`src/hw/pins_pkg.sv`:
```
// Shared constants for the indicator and trigger pin block.
// Assumes a single 200 MHz clock and an AXI4-Lite register slave with 32-bit data.
package pins_pkg;

    // ========================================================
    // Register map (byte addresses)
    localparam int ADDR_W = 8;
    localparam logic [7:0] OFF_CTRL = 8'h00;
    localparam logic [7:0] OFF_STATUS = 8'h04;
    localparam logic [7:0] OFF_IRQ_STAT = 8'h08;
    localparam logic [7:0] OFF_IRQ_MASK = 8'h0C;
    localparam logic [7:0] WORD_MASK = 8'hFC;

    // ========================================================
    // Control register fields
    localparam int CTRL_REF_BIT = 0;
    localparam int CTRL_AUTO_BIT = 1;
    localparam int CTRL_EXTTRIG_BIT = 2;
    localparam int CTRL_DACSEL_LSB = 8;
    localparam logic [31:0] CTRL_RESET = 32'h0000_0000;
    localparam logic [31:0] CTRL_WMASK = 32'h0000_FF07;

    // ========================================================
    // Status register fields
    localparam int STAT_ALARM_LSB = 0;
    localparam int STAT_DONE_BIT = 4;
    localparam int STAT_GALARM_BIT = 5;
    localparam int STAT_HWRST_BIT = 6;

    // ========================================================
    // Interrupt status and mask fields
    localparam int IRQ_W = 4;
    localparam int IRQ_ALARM = 0;
    localparam int IRQ_DONE = 1;
    localparam int IRQ_DACLD = 2;
    localparam int IRQ_CONV = 3;
    localparam logic [IRQ_W-1:0] IRQ_RESET = 4'h0;

    // ========================================================
    // Bus responses
    localparam logic [1:0] RESP_OKAY = 2'h0;
    localparam logic [1:0] RESP_SLVERR = 2'h2;

    // ========================================================
    // Timing
    localparam int CLK_PERIOD_PS = 5000;
    localparam int DONE_PULSE_NS = 2000;
    localparam int DONE_PULSE_CYC = (DONE_PULSE_NS * 1000) / CLK_PERIOD_PS;
    localparam int NUM_DAC = 8;
    localparam int NUM_ALARM = 4;

    // Conversion-done indicator states
    typedef enum logic [2:0]
    {
        DONE_IDLE = 3'h1,
        DONE_HELD = 3'h2,
        DONE_PULSE = 3'h4
    } done_state_t;

endpackage

```
`src/hw/conv_done_ctrl.sv`:
```
// Conversion-done indicator: held low in direct mode, timed low pulse in automatic mode.
// Assumes single-cycle event pulses from the converter sequencer, synchronous to clk.
module conv_done_ctrl #(
    parameter int PULSE_CYC = pins_pkg::DONE_PULSE_CYC
) (
    input wire logic clk, // 200 MHz clock
    input wire logic reset, // Asynchronous reset, active high
    input wire logic soft_clr, // Hardware reset from the reset pin
    input wire logic auto_mode, // 1 = automatic mode, 0 = direct mode
    input wire logic conv_finish, // Direct-mode conversion finished pulse
    input wire logic cycle_finish, // Automatic-mode conversion cycle finished pulse
    input wire logic data_read, // Result read, releases the held indicator
    output logic conv_done_n // Conversion-done indicator, active low
);

    localparam int CNT_W = $clog2(PULSE_CYC + 1);
    localparam logic [CNT_W-1:0] CNT_LOAD = CNT_W'(PULSE_CYC - 1);
    localparam logic [CNT_W-1:0] CNT_ZERO = '0;

    pins_pkg::done_state_t state_q, state_d;
    logic [CNT_W-1:0] cnt_q, cnt_d;

    // ========================================================
    // Next-state logic
    always_comb
    begin
        state_d = state_q;
        cnt_d = cnt_q;
        if (soft_clr)
        begin
            state_d = pins_pkg::DONE_IDLE;
            cnt_d = CNT_ZERO;
        end
        else
        begin
            case (state_q)
                pins_pkg::DONE_IDLE:
                begin
                    if (!auto_mode && conv_finish)
                        state_d = pins_pkg::DONE_HELD;
                    else if (auto_mode && cycle_finish)
                    begin
                        state_d = pins_pkg::DONE_PULSE;
                        cnt_d = CNT_LOAD;
                    end
                end
                pins_pkg::DONE_HELD:
                begin
                    if (auto_mode && cycle_finish)
                    begin
                        state_d = pins_pkg::DONE_PULSE;
                        cnt_d = CNT_LOAD;
                    end
                    else if (data_read || auto_mode)
                        state_d = pins_pkg::DONE_IDLE;
                end
                pins_pkg::DONE_PULSE:
                begin
                    if (cnt_q == CNT_ZERO)
                        state_d = pins_pkg::DONE_IDLE;
                    else
                        cnt_d = cnt_q - CNT_W'(1);
                end
                default:
                begin
                    state_d = pins_pkg::DONE_IDLE;
                    cnt_d = CNT_ZERO;
                end
            endcase
        end
    end

    // State, counter and registered pin
    always_ff @(posedge clk or posedge reset)
    begin
        if (reset)
        begin
            state_q <= pins_pkg::DONE_IDLE;
            cnt_q <= CNT_ZERO;
            conv_done_n <= 1'b1;
        end
        else
        begin
            state_q <= state_d;
            cnt_q <= cnt_d;
            conv_done_n <= (state_d == pins_pkg::DONE_IDLE);
        end
    end

    // ========================================================
    // Assertions
    logic [CNT_W-1:0] pulse_len_q;

    // Length of the current automatic-mode pulse
    always_ff @(posedge clk or posedge reset)
    begin
        if (reset)
            pulse_len_q <= CNT_ZERO;
        else if (state_q == pins_pkg::DONE_PULSE)
            pulse_len_q <= pulse_len_q + CNT_W'(1);
        else
            pulse_len_q <= CNT_ZERO;
    end
endmodule

```
`src/hw/status_and_trigger_pins.sv`:
```
// Indicator and trigger pins of an analog monitor, with an AXI4-Lite register slave.
// Assumes all pin inputs are synchronous to clk and converter events are one-cycle pulses.
// What this block does
// - Alarm pin low while any input out of range
// - Direct mode: done pin low after conversion
// - Automatic mode: 2 us low done pulse
// - Deactivated done pin stays high
// - Load trigger rise updates selected DACs together
// - Reference level follows its configuration bit
// - External mode: trigger rise starts conversion
// - Low reset pin performs hardware reset
module status_and_trigger_pins #(
    parameter int ADDR_W = pins_pkg::ADDR_W,
    parameter int NUM_DAC = pins_pkg::NUM_DAC,
    parameter int NUM_ALARM = pins_pkg::NUM_ALARM,
    parameter int DONE_PULSE_CYC = pins_pkg::DONE_PULSE_CYC
) (
    input wire logic clk, // 200 MHz clock
    input wire logic reset, // Asynchronous reset, active high
    input wire logic [ADDR_W-1:0] s_axi_awaddr, // Write address
    input wire logic s_axi_awvalid, // Write address valid
    output logic s_axi_awready, // Write address ready
    input wire logic [31:0] s_axi_wdata, // Write data
    input wire logic [3:0] s_axi_wstrb, // Write byte strobes
    input wire logic s_axi_wvalid, // Write data valid
    output logic s_axi_wready, // Write data ready
    output logic [1:0] s_axi_bresp, // Write response
    output logic s_axi_bvalid, // Write response valid
    input wire logic s_axi_bready, // Write response ready
    input wire logic [ADDR_W-1:0] s_axi_araddr, // Read address
    input wire logic s_axi_arvalid, // Read address valid
    output logic s_axi_arready, // Read address ready
    output logic [31:0] s_axi_rdata, // Read data
    output logic [1:0] s_axi_rresp, // Read response
    output logic s_axi_rvalid, // Read data valid
    input wire logic s_axi_rready, // Read data ready
    input wire logic [NUM_ALARM-1:0] chan_out_of_range, // Out-of-range flags of the first inputs
    input wire logic conv_finish, // Direct-mode conversion finished pulse
    input wire logic cycle_finish, // Automatic-mode cycle finished pulse
    input wire logic adc_data_read, // Conversion result has been read
    input wire logic dac_sync_load_trig, // External DAC synchronous load trigger pin
    input wire logic convert_trig, // External conversion trigger pin
    input wire logic reset_pin_n, // Hardware reset pin, active low
    output logic global_alarm_n, // Global alarm pin, active low
    output logic conv_done_n, // Conversion-done pin, active low
    output logic [NUM_DAC-1:0] dac_update, // One-cycle load strobe per DAC
    output logic adc_start, // One-cycle start of sampling and conversion
    output logic ref_level_sel, // Internal reference level select
    output logic auto_mode, // Converter automatic mode
    output logic hw_reset_active, // Hardware reset in progress
    output logic irq // Interrupt, active high level
);

    // ========================================================
    // Helpers
    function automatic logic rising(input logic cur, input logic prev);
        rising = cur && !prev;
    endfunction

    function automatic logic [31:0] merge(input logic [31:0] old, input logic [31:0] wdat,
                                          input logic [3:0] strb, input logic [31:0] wmask);
        logic [31:0] m;
        m = '0;
        for (int i = 0; i < 4; i++)
            m[i*8 +: 8] = {8{strb[i]}};
        m = m & wmask;
        merge = (old & ~m) | (wdat & m);
    endfunction

    function automatic logic is_reg(input logic [ADDR_W-1:0] a, input logic [7:0] off);
        is_reg = ((a[7:0] & pins_pkg::WORD_MASK) == off) && (a >> 8) == '0;
    endfunction

    // ========================================================
    // Registers and pin history
    logic [31:0] ctrl_q;
    logic [pins_pkg::IRQ_W-1:0] irq_stat_q, irq_mask_q, irq_ev, irq_clr;
    logic dac_sync_load_trig_q, convert_q, done_n_q;
    logic hw_rst;
    logic aw_full_q, w_full_q, do_write;
    logic [ADDR_W-1:0] aw_addr_q;
    logic [31:0] w_data_q;
    logic [3:0] w_strb_q;
    logic [31:0] rd_mux;
    logic rd_ok, wr_ok;

    assign hw_rst = !reset_pin_n;
    assign ref_level_sel = ctrl_q[pins_pkg::CTRL_REF_BIT];
    assign auto_mode = ctrl_q[pins_pkg::CTRL_AUTO_BIT];

    // ========================================================
    // AXI4-Lite write channel
    assign s_axi_awready = !aw_full_q;
    assign s_axi_wready = !w_full_q;
    assign do_write = aw_full_q && w_full_q && !s_axi_bvalid;
    assign wr_ok = is_reg(aw_addr_q, pins_pkg::OFF_CTRL) || is_reg(aw_addr_q, pins_pkg::OFF_STATUS)
        || is_reg(aw_addr_q, pins_pkg::OFF_IRQ_STAT) || is_reg(aw_addr_q, pins_pkg::OFF_IRQ_MASK);

    // Address and data are held independently until both are present
    always_ff @(posedge clk or posedge reset)
    begin
        if (reset)
        begin
            aw_full_q <= 1'b0;
            w_full_q <= 1'b0;
            aw_addr_q <= '0;
            w_data_q <= '0;
            w_strb_q <= '0;
        end
        else
        begin
            if (s_axi_awvalid && s_axi_awready)
            begin
                aw_full_q <= 1'b1;
                aw_addr_q <= s_axi_awaddr;
            end
            else if (do_write)
                aw_full_q <= 1'b0;
            if (s_axi_wvalid && s_axi_wready)
            begin
                w_full_q <= 1'b1;
                w_data_q <= s_axi_wdata;
                w_strb_q <= s_axi_wstrb;
            end
            else if (do_write)
                w_full_q <= 1'b0;
        end
    end

    // Write response
    always_ff @(posedge clk or posedge reset)
    begin
        if (reset)
        begin
            s_axi_bvalid <= 1'b0;
            s_axi_bresp <= pins_pkg::RESP_OKAY;
        end
        else if (do_write)
        begin
            s_axi_bvalid <= 1'b1;
            s_axi_bresp <= wr_ok ? pins_pkg::RESP_OKAY : pins_pkg::RESP_SLVERR;
        end
        else if (s_axi_bready)
            s_axi_bvalid <= 1'b0;
    end

    // Control register, cleared while the reset pin is low
    always_ff @(posedge clk or posedge reset)
    begin
        if (reset)
            ctrl_q <= pins_pkg::CTRL_RESET;
        else if (hw_rst)
            ctrl_q <= pins_pkg::CTRL_RESET;
        else if (do_write && is_reg(aw_addr_q, pins_pkg::OFF_CTRL))
            ctrl_q <= merge(ctrl_q, w_data_q, w_strb_q, pins_pkg::CTRL_WMASK);
    end

    // ========================================================
    // AXI4-Lite read channel
    assign s_axi_arready = !s_axi_rvalid;

    // Read data selection
    always_comb
    begin
        rd_mux = '0;
        rd_ok = 1'b1;
        if (is_reg(s_axi_araddr, pins_pkg::OFF_CTRL))
            rd_mux = ctrl_q;
        else if (is_reg(s_axi_araddr, pins_pkg::OFF_STATUS))
        begin
            rd_mux[pins_pkg::STAT_ALARM_LSB +: NUM_ALARM] = chan_out_of_range;
            rd_mux[pins_pkg::STAT_DONE_BIT] = !conv_done_n;
            rd_mux[pins_pkg::STAT_GALARM_BIT] = !global_alarm_n;
            rd_mux[pins_pkg::STAT_HWRST_BIT] = hw_reset_active;
        end
        else if (is_reg(s_axi_araddr, pins_pkg::OFF_IRQ_STAT))
            rd_mux[pins_pkg::IRQ_W-1:0] = irq_stat_q;
        else if (is_reg(s_axi_araddr, pins_pkg::OFF_IRQ_MASK))
            rd_mux[pins_pkg::IRQ_W-1:0] = irq_mask_q;
        else
            rd_ok = 1'b0;
    end

    // Read response
    always_ff @(posedge clk or posedge reset)
    begin
        if (reset)
        begin
            s_axi_rvalid <= 1'b0;
            s_axi_rdata <= '0;
            s_axi_rresp <= pins_pkg::RESP_OKAY;
        end
        else if (s_axi_arvalid && s_axi_arready)
        begin
            s_axi_rvalid <= 1'b1;
            s_axi_rdata <= rd_mux;
            s_axi_rresp <= rd_ok ? pins_pkg::RESP_OKAY : pins_pkg::RESP_SLVERR;
        end
        else if (s_axi_rready)
            s_axi_rvalid <= 1'b0;
    end

    // ========================================================
    // Pin logic
    // Trigger and done pin history for edge detection
    always_ff @(posedge clk or posedge reset)
    begin
        if (reset)
        begin
            dac_sync_load_trig_q <= 1'b0;
            convert_q <= 1'b0;
            done_n_q <= 1'b1;
        end
        else
        begin
            dac_sync_load_trig_q <= dac_sync_load_trig;
            convert_q <= convert_trig;
            done_n_q <= conv_done_n;
        end
    end

    // Alarm, DAC load, conversion start and reset indication
    always_ff @(posedge clk or posedge reset)
    begin
        if (reset)
        begin
            global_alarm_n <= 1'b1;
            dac_update <= '0;
            adc_start <= 1'b0;
            hw_reset_active <= 1'b0;
        end
        else
        begin
            global_alarm_n <= !(|chan_out_of_range);
            hw_reset_active <= hw_rst;
            if (!hw_rst && rising(dac_sync_load_trig, dac_sync_load_trig_q))
                dac_update <= ctrl_q[pins_pkg::CTRL_DACSEL_LSB +: NUM_DAC];
            else
                dac_update <= '0;
            adc_start <= !hw_rst && ctrl_q[pins_pkg::CTRL_EXTTRIG_BIT]
                && rising(convert_trig, convert_q);
        end
    end

    conv_done_ctrl #(
        .PULSE_CYC(DONE_PULSE_CYC)
    ) u_done (
        .clk(clk),
        .reset(reset),
        .soft_clr(hw_rst),
        .auto_mode(auto_mode),
        .conv_finish(conv_finish),
        .cycle_finish(cycle_finish),
        .data_read(adc_data_read),
        .conv_done_n(conv_done_n)
    );

    // ========================================================
    // Interrupts: sticky events, write one to clear, set wins
    always_comb
    begin
        irq_ev = '0;
        irq_ev[pins_pkg::IRQ_ALARM] = (|chan_out_of_range) && global_alarm_n;
        irq_ev[pins_pkg::IRQ_DONE] = !conv_done_n && done_n_q;
        irq_ev[pins_pkg::IRQ_DACLD] = rising(dac_sync_load_trig, dac_sync_load_trig_q);
        irq_ev[pins_pkg::IRQ_CONV] = ctrl_q[pins_pkg::CTRL_EXTTRIG_BIT] && rising(convert_trig, convert_q);
        irq_clr = '0;
        if (do_write && is_reg(aw_addr_q, pins_pkg::OFF_IRQ_STAT) && w_strb_q[0])
            irq_clr = w_data_q[pins_pkg::IRQ_W-1:0];
    end

    // Interrupt status, mask and output
    always_ff @(posedge clk or posedge reset)
    begin
        if (reset)
        begin
            irq_stat_q <= pins_pkg::IRQ_RESET;
            irq_mask_q <= pins_pkg::IRQ_RESET;
            irq <= 1'b0;
        end
        else
        begin
            irq_stat_q <= hw_rst ? pins_pkg::IRQ_RESET : ((irq_stat_q & ~irq_clr) | irq_ev);
            if (hw_rst)
                irq_mask_q <= pins_pkg::IRQ_RESET;
            else if (do_write && is_reg(aw_addr_q, pins_pkg::OFF_IRQ_MASK) && w_strb_q[0])
                irq_mask_q <= w_data_q[pins_pkg::IRQ_W-1:0];
            irq <= |(irq_stat_q & irq_mask_q);
        end
    end
endmodule

```
`config.mk`:
```
export PLATFORM = sky130hd
export DESIGN_NAME = status_and_trigger_pins
export DESIGN_NICKNAME = d
export VERILOG_FILES = /design/src/hw/pins_pkg.sv /design/src/hw/conv_done_ctrl.sv /design/src/hw/status_and_trigger_pins.sv
export SDC_FILE = /design/constraint.sdc
export NUM_CORES = 1
export LEC_CHECK = 0
export BUFFER_PORTS_ARGS = -buffer_cell sky130_fd_sc_hd__buf_2
export CORE_MARGIN = 2
export CORE_UTILIZATION = 25
export CTS_BUF_LIST = sky130_fd_sc_hd__clkbuf_8
export DETAILED_ROUTE_END_ITERATION = 6
export HOLD_SLACK_MARGIN = 0.03
export PLACE_DENSITY = 0.56
export SLEW_MARGIN = 20
export SYNTH_ARGS = -nofsm -noshare
export SYNTH_HDL_FRONTEND = slang
export SYNTH_SLANG_ARGS = --single-unit
export TNS_END_PERCENT = 10
```
`constraint.sdc`:
```
create_clock -name clk -period 7.3 [get_ports clk]
set_input_delay 1.825 -clock clk [delete_from_list [all_inputs] [get_ports clk]]
set_output_delay 1.825 -clock clk [all_outputs]
set_load 0.05 [all_outputs]
```
==> results.py, run 1 <==
metrics = {
    "drt": {
        "wl_per_cell_microns": 14.84,
        "routed_wirelength_mm": 8.947,
        "drt_iter0_drc": 113,
        "via_count": 2654,
        "dr.pass1.iters": 4,
        "viasPerCell": 4.401,
        "drcViolationCount": 0,
        "postRouteAntennaNets": 0,
    },
    "setup_path": {
        "end_kind": "flip-flop",
        "crit_fanout": 11,
        "arrival_ns": 3.70,
        "cpMaxStageDelayCell": "nor4b_4",
        "crit_path_cell_trace": "buf_2 -> nand4bb_1 -> nor4b_4 -> or2_1 -> mux2_4",
        "reg2reg_setup_slack_ns": 5.05,
        "r2r-start": "u_done.state_q[1]",
        "cp_slowest_stage_delay_ns": 0.59,
        "reg2reg_to": "u_done.cnt_q[1]",
        "cp.required_ns": 7.56,
        "path_class": "input pin to flip-flop",
        "critPathLaunchType": "input pin",
        "reg2reg_depth": 4,
    },
    "finish": {
        "area_growth_pct": 17.95,
        "final_util": 0.3008,
        "diodes": 0,
        "drive_gt1_frac": 0.3253,
        "fin_area_sq_um": 4556,
        "fillers": 1571,
        "register_area_sq_um": 2207,
        "multi_input_area_sq_um": 1495,
        "fin_nets": 481,
    },
    "sta": {
        "rsz0062_at_grt": "no",
        "period_needed_ns": 3.446,
        "holdWs_ns": 0.4063,
        "setup-tns-final_ns": 0,
        "skew_ns": 0.01134,
        "min_period_over_period": 0.4720,
        "fmax_mhz": 290.2,
        "setup_viol": 0,
        "hold_viol": 0,
        "tightest_slew_ns": 0.7068,
        "drv_slew": 0,
        "timing.slew.headroom": 0.5248,
    },
    "floorplan": {
        "num_io_pins": 125,
        "chipHeight_microns": 128.3,
        "die_area_sq_um": 16460,
        "core_area_sq_um": 15150,
        "die_w_microns": 128.3,
        "start_util": 0.2550,
        "num_rows": 45,
    },
    "placement": {
        "hpwl_mm": 6.507,
        "dpl_cell_area_sq_um": 4394,
        "portBuffers": 79,
        "place_congestion": 0.7606,
    },
    "synthesis": {
        "synth.top_cell.area_share": 0.5442,
        "avgSynthCellArea_sq_um": 11.70,
        "synth_area_sq_um": 3862,
        "yosys-top-cells-count": "84 x dfrtp_1, 38 x nor2_1, 24 x mux2_2, 20 x buf_4, 17 x mux2i_1",
        "syn_inst": 330,
        "ys_ff_latch": 88,
        "ys_types": 49,
        "synthTopCellsByArea": "dfrtp_1 54%, mux2_2 7.0%, mux2i_1 4.4%",
        "yosysSeqAreaShare": 0.5714,
        "synth.most_common_cell": "dfrtp_1",
        "synth_area_leader_cell": "dfrtp_1",
        "ys_warn_count": 0,
        "synth_edf_count": 0,
        "ys.flop_type": "dfrtp_1",
        "async_reset_ff_frac": 1.000,
    },
    "run": {
        "drv_cap": 0,
    },
    "cts": {
        "clock-root-buffer": "clkbuf_8",
        "ctsHoldBuffers": 0,
        "cts_max_path_buffers": 2,
        "numCtsBuffers": 9,
        "clk_pin_slew_ns": 0.08,
        "cts.sinks": 88,
        "clkLatencyLatePin_ns": 0.37,
        "postCtsSetupBuffers": 0,
        "cts_tree": "built",
        "htreeDepth": 3,
        "post_cts_resize_count": 0,
    },
    "run_status": {
        "status": "completed",
    },
    "power_and_ir_drop": {
        "vdd_drop_max_mv": 0.1522,
        "powerDensity_nw_per_um2": 275.0,
        "power.internal_uw": 818.9,
        "power_frac_comb": 0.249,
        "swShare": 0.3464,
        "p_leak_uw": 0.002229,
        "clock_power_share": 0.237,
        "seq_power_share": 0.514,
        "p_sw_uw": 434.0,
    },
    "min_path": {
        "min_path_cells": 0,
        "hold_path_end": "done_n_q",
        "hp-start": "u_done.conv_done_n",
        "hold_class": "flip-flop to flip-flop",
    },
    "global_routing": {
        "antenna_found_initial": 0,
        "overflow": 0,
        "grt_util_all_layers": 0.1148,
        "grt_pass1_wl_mm": 14.33,
        "grt_max_degree": 57,
        "grt_pass1_vias": 2651,
    },
}
[metrics by stage]
step                      power (uW)  worst slack [ns]  cells
final                           1253             3.854    603
after global routing            1334             3.692    603
after CTS                       1274             3.859    603
after detailed placement       969.7             3.442    588
after global placement         958.4             3.259    588
after floorplan                894.9             3.203    348
[registers in the layout, indices dropped and copies added (netlist names), 2 cells and up]
register        count
s_axi_rdata        15
u_done.cnt_q        9
ctrl_q             11
u_done.state_q      3
irq_stat_q          4
aw_addr_q           6
irq_mask_q          4
w_data_q           12
w_strb_q            2
dac_update          8
[how the worst max path moves through the flow]
stage | startpoint | end | slack [ns]
after floorplan | reset | adc_start | 3.20
after CTS | reset_pin_n | u_done.cnt_q[1] | 3.86
after global routing | reset_pin_n | u_done.cnt_q[1] | 3.69
after detailed placement | reset_pin_n | u_done.cnt_q[1] | 3.44
final | reset_pin_n | u_done.cnt_q[1] | 3.85
after global placement | reset_pin_n | dac_update[4] | 3.26
[kinds of logic (layout without fill, tap and decap cells)]
group	Yosys count	in the layout	synth area share
and+or+nand+nor	106	106	0.1503
DFF	88	88	0.5714
other	1	19	0.0009709
xor gates and xnor gates	1	1	0.002268
AOI/OAI and AO/OA	51	51	0.09362
adders and majority gates	1	1	0.003239
buffers and inverters	40	107	0.06025
muxes	42	42	0.1179
[critical path, delay by kind of cell]
family,cells,cell delay [ns]
multiplexers,1,0.32
AND/OR/NAND/NOR,3,1.34
buffers and inverters,1,0.22
[layout make-up]
type                    instances  area share
repair buffers                 82     0.09173
clock buffers                   9     0.02719
clock inverters                 6    0.008239
multi-input cells             220      0.3282
inverters                      10    0.008514
well taps                     188     0.05163
flip-flops and latches         88      0.4845
[layer usage]
| metal | GRT usage | vias up | wire length (microns) |
|---|---|---|---|
| li1 | - | 1288 | - |
| met1 | 0.1499 | 1286 | 4164 |
| met2 | 0.1799 | 69 | 4158 |
| met3 | 0.03172 | 11 | 462 |
| met4 | 0.04654 | 0 | 161 |
| met5 | 0 | - | 0 |
[cells in the final DEF, fill, tap and decap left out, types with 2 or more instances in the layout]
| cell | netlist | layout |
|---|---|---|
| dfrtp_1 | 84 | 84 |
| a221o_1 | 3 | 3 |
| nor3_1 | 7 | 7 |
| nand2_1 | 14 | 14 |
| clkinv_2 | 0 | 3 |
| buf_2 | 0 | 79 |
| mux2i_1 | 17 | 17 |
| mux2_2 | 24 | 24 |
| nand4_1 | 2 | 2 |
| a22oi_1 | 6 | 6 |
| buf_4 | 20 | 3 |
| nor4_1 | 6 | 6 |
| nor2b_1 | 6 | 6 |
| clkinvlp_4 | 0 | 2 |
| nor4b_1 | 2 | 2 |
| a21oi_1 | 3 | 3 |
| nor3_2 | 2 | 2 |
| o21a_1 | 5 | 5 |
| a21boi_0 | 2 | 2 |
| o31ai_1 | 4 | 4 |
| a31o_2 | 2 | 2 |
| inv_1 | 9 | 9 |
| o21ai_0 | 14 | 14 |
| dfstp_2 | 4 | 4 |
| nand3b_1 | 2 | 2 |
| a22o_1 | 8 | 8 |
| nor2_1 | 38 | 38 |
| and2_1 | 9 | 9 |
| nand2b_1 | 5 | 5 |
| conb_1 | 1 | 19 |
| clkbuf_8 | 0 | 9 |
[power groups by stage]
stage | Clock (uW) | Sequential [uW] | Combinational, uW
after floorplan | 0 | 661 | 234
after global placement | 0 | 649 | 309
after detailed placement | 0 | 654 | 315
after CTS | 314 | 644 | 316
after global routing | 334 | 657 | 342
final | 297 | 644 | 312
Note: power is estimated with default switching activity, not from simulation.
==> inputs of run 2 (changes only) <==
ABC_AREA = 1   (was unset)
clock period = 3.3 ns   (was 7.3 ns; I/O delays follow)
==> run 2 against run 1 <==
  * Sequential power is 140% higher
  * Wire length is 1.8% higher
  * Final area is 6.8% higher
  * Sequential share of layout area is 3.1 points lower
  * Via count is 18% higher
  * Critical path depth is 4 lower
  * Global-route usage is 0.37 points lower
  * Hold slack worse by 0.020 ns
  * Power grew to 2.8 times the previous value
  * Largest cell class unchanged
  * Highest routed layer is now met5
==> results.py, run 2 <==
metrics = {
    "power_and_ir_drop": {
        "vdd_drop_max_mv": 0.3616,
        "powerDensity_nw_per_um2": 719.4,
        "p_leak_uw": 0.002447,
    },
    "finish": {
        "largest_register": "s_axi_rdata",
        "multi_input_area_sq_um": 1519,
        "fin_nets": 604,
        "layout_common_cells": "100 x nand2_1, 84 x dfrtp_1, 79 x buf_2",
        "fin_area_sq_um": 4863,
        "area_growth_pct": 20.01,
        "largest_reg_flops": 15,
        "largestRegisters": "s_axi_rdata x15, w_data_q x12, ctrl_q x11",
        "diodes": 0,
        "fillers": 1689,
        "drive_gt1_frac": 0.2560,
        "register_area_sq_um": 2207,
        "final_common_cell": "nand2_1",
    },
    "placement": {
        "dpl_cell_area_sq_um": 4619,
        "place_congestion": 0.8277,
        "hpwl_mm": 6.891,
        "portBuffers": 79,
    },
    "synthesis": {
        "synth.top_cell.area_share": 0.5187,
        "yosysSeqAreaShare": 0.5446,
        "async_reset_ff_frac": 1.000,
        "ys_types": 31,
        "ys.flop_type": "dfrtp_1",
        "syn_inst": 453,
        "yosys-top-cells-count": "100 x nand2_1, 84 x dfrtp_1, 49 x inv_1, 48 x o21ai_0, 43 x nor2_1",
        "ys_ff_latch": 88,
        "avgSynthCellArea_sq_um": 8.946,
        "synth_area_sq_um": 4053,
        "synth_area_leader_cell": "dfrtp_1",
        "synth.most_common_cell": "nand2_1",
        "synthTopCellsByArea": "dfrtp_1 52%, nand2_1 9.3%, o21ai_0 5.9%",
        "ys_warn_count": 0,
        "synth_edf_count": 0,
    },
    "floorplan": {
        "num_io_pins": 125,
        "start_util": 0.2551,
        "num_rows": 46,
        "die_area_sq_um": 17240,
        "core_area_sq_um": 15890,
        "die_w_microns": 131.3,
        "chipHeight_microns": 131.3,
    },
    "cts": {
        "post_cts_resize_count": 0,
        "ctsHoldBuffers": 0,
        "cts.sinks": 88,
        "clk_pin_slew_ns": 0.09,
        "clock-root-buffer": "clkbuf_8",
        "cts_max_path_buffers": 2,
        "postCtsSetupBuffers": 0,
        "numCtsBuffers": 9,
        "cts_tree": "built",
        "htreeDepth": 3,
        "clkLatencyLatePin_ns": 0.37,
    },
    "sta": {
        "tightest_slew_ns": 0.6334,
        "skew_ns": 0.01408,
        "period_needed_ns": 2.023,
        "setup_viol": 0,
        "hold_viol": 0,
        "timing.slew.headroom": 0.5767,
        "fmax_mhz": 494.4,
        "rsz0062_at_grt": "no",
        "min_period_over_period": 0.6129,
        "drv_slew": 0,
        "setup-tns-final_ns": 0,
    },
    "setup_path": {
        "cp_slowest_stage_delay_ns": 0.56,
        "path_class": "flip-flop to primary output",
        "crit_path_cell_trace": "buf_2",
        "critPathLaunchType": "flip-flop",
        "worst-path-buf-inv": 1,
        "end_kind": "primary output",
        "arrival_ns": 1.20,
        "crit_family": "flip-flops",
        "cp.required_ns": 2.47,
        "cpMaxStageDelayCell": "dfstp_2",
        "crit_fanout": 4,
    },
    "drt": {
        "met1Wirelength_mm": 4.449,
        "dr.pass1.iters": 4,
        "postRouteAntennaNets": 0,
        "via_count": 3140,
        "drcViolationCount": 0,
        "viasPerCell": 4.159,
        "highest_layer": "met5",
        "wl_per_cell_microns": 12.06,
        "drt_iter0_drc": 117,
        "met3_length_microns": 649,
        "routed_wirelength_mm": 9.105,
        "wl_met2_mm": 3.891,
    },
    "global_routing": {
        "antenna_found_initial": 1,
        "grt_util_all_layers": 0.1111,
        "grt_pass1_wl_mm": 15.30,
        "overflow": 0,
        "grt_pass1_vias": 2963,
        "grt_max_degree": 44,
    },
    "min_path": {
        "hold_class": "flip-flop to flip-flop",
    },
    "run": {
        "drv_cap": 0,
    },
    "run_status": {
        "status": "completed",
    },
}
[run 2: cell types whose count changed after synthesis, moves of 6 or more]
cell      change
nand2_1      +86
a22oi_1       -6
a22o_1        -8
nor4_1        -6
nor2b_1       -6
clkbuf_1      -7
and2_1        -9
o21ai_0      +34
nand3_1      +35
mux2i_1      -17
inv_1        +40
buf_2         +6
[run 2: logic make-up (layout without fill, tap and decap cells)]
group	count (synthesis)	after routing	synth area share
simple gates	196	196	0.2102
buf+inv	81	149	0.09725
xor+xnor	1	1	0.002162
fa+ha+maj	1	1	0.003087
other cells	1	19	0.0009253
mux	19	19	0.05280
compound gates	66	66	0.08891
flops	88	88	0.5446
[run 2: final timing paths]
path | slack [ns] | from | cells after the start | to
min | 0.39 | u_done.conv_done_n | 0 | done_n_q
max in group asynchronous | 2.12 | reset | 3 | global_alarm_n
min in group asynchronous | 0.49 | reset | 2 | ctrl_q[1]
max reg2reg | 1.57 | u_done.cnt_q[0] | 9 | u_done.cnt_q[1]
min reg2reg | 0.39 | u_done.conv_done_n | 0 | done_n_q
max | 1.28 | u_done.conv_done_n | 1 | conv_done_n
[run 2: power breakdown]
part | switching, uW | internal [uW] | total, uW | leakage, uW
sequential | 202 | 1340 | 1540 | 0.00113
clock | 405 | 507 | 912 | 0.000126
combinational | 696 | 353 | 1050 | 0.00119
total | 1300 | 2200 | 3500 | 0.00245
[run 2: stage by stage]
step	utilization	hold slack (ns)	setup WS (ns)	power (uW)	instances
after floorplan	-	0.3953	0.2031	2373	471
after global placement	0.2908	0.3765	1.101	2590	739
after detailed placement	0.2908	0.3756	1.057	2619	739
after CTS	0.3062	0.3903	1.234	3557	755
after global routing	0.3062	0.3962	1.216	3753	755
final	0.3062	0.3866	1.277	3499	755
[run 2: area by class of cell]
cell class,instances,area share
clock buffer,9,0.02547
clock inverter,7,0.02470
inverter,51,0.03962
multi-input combinational,302,0.3123
sequential,88,0.4538
tap,216,0.05557
timing repair buffer,82,0.08850
[run 2: per-layer routing]
| layer | vias up | global-route usage |
|---|---|---|
| met4 | 2 | 0.03261 |
| li1 | 1579 | - |
| met1 | 1459 | 0.1518 |
| met2 | 89 | 0.1605 |
| met3 | 11 | 0.04630 |
| met5 | - | 0 |
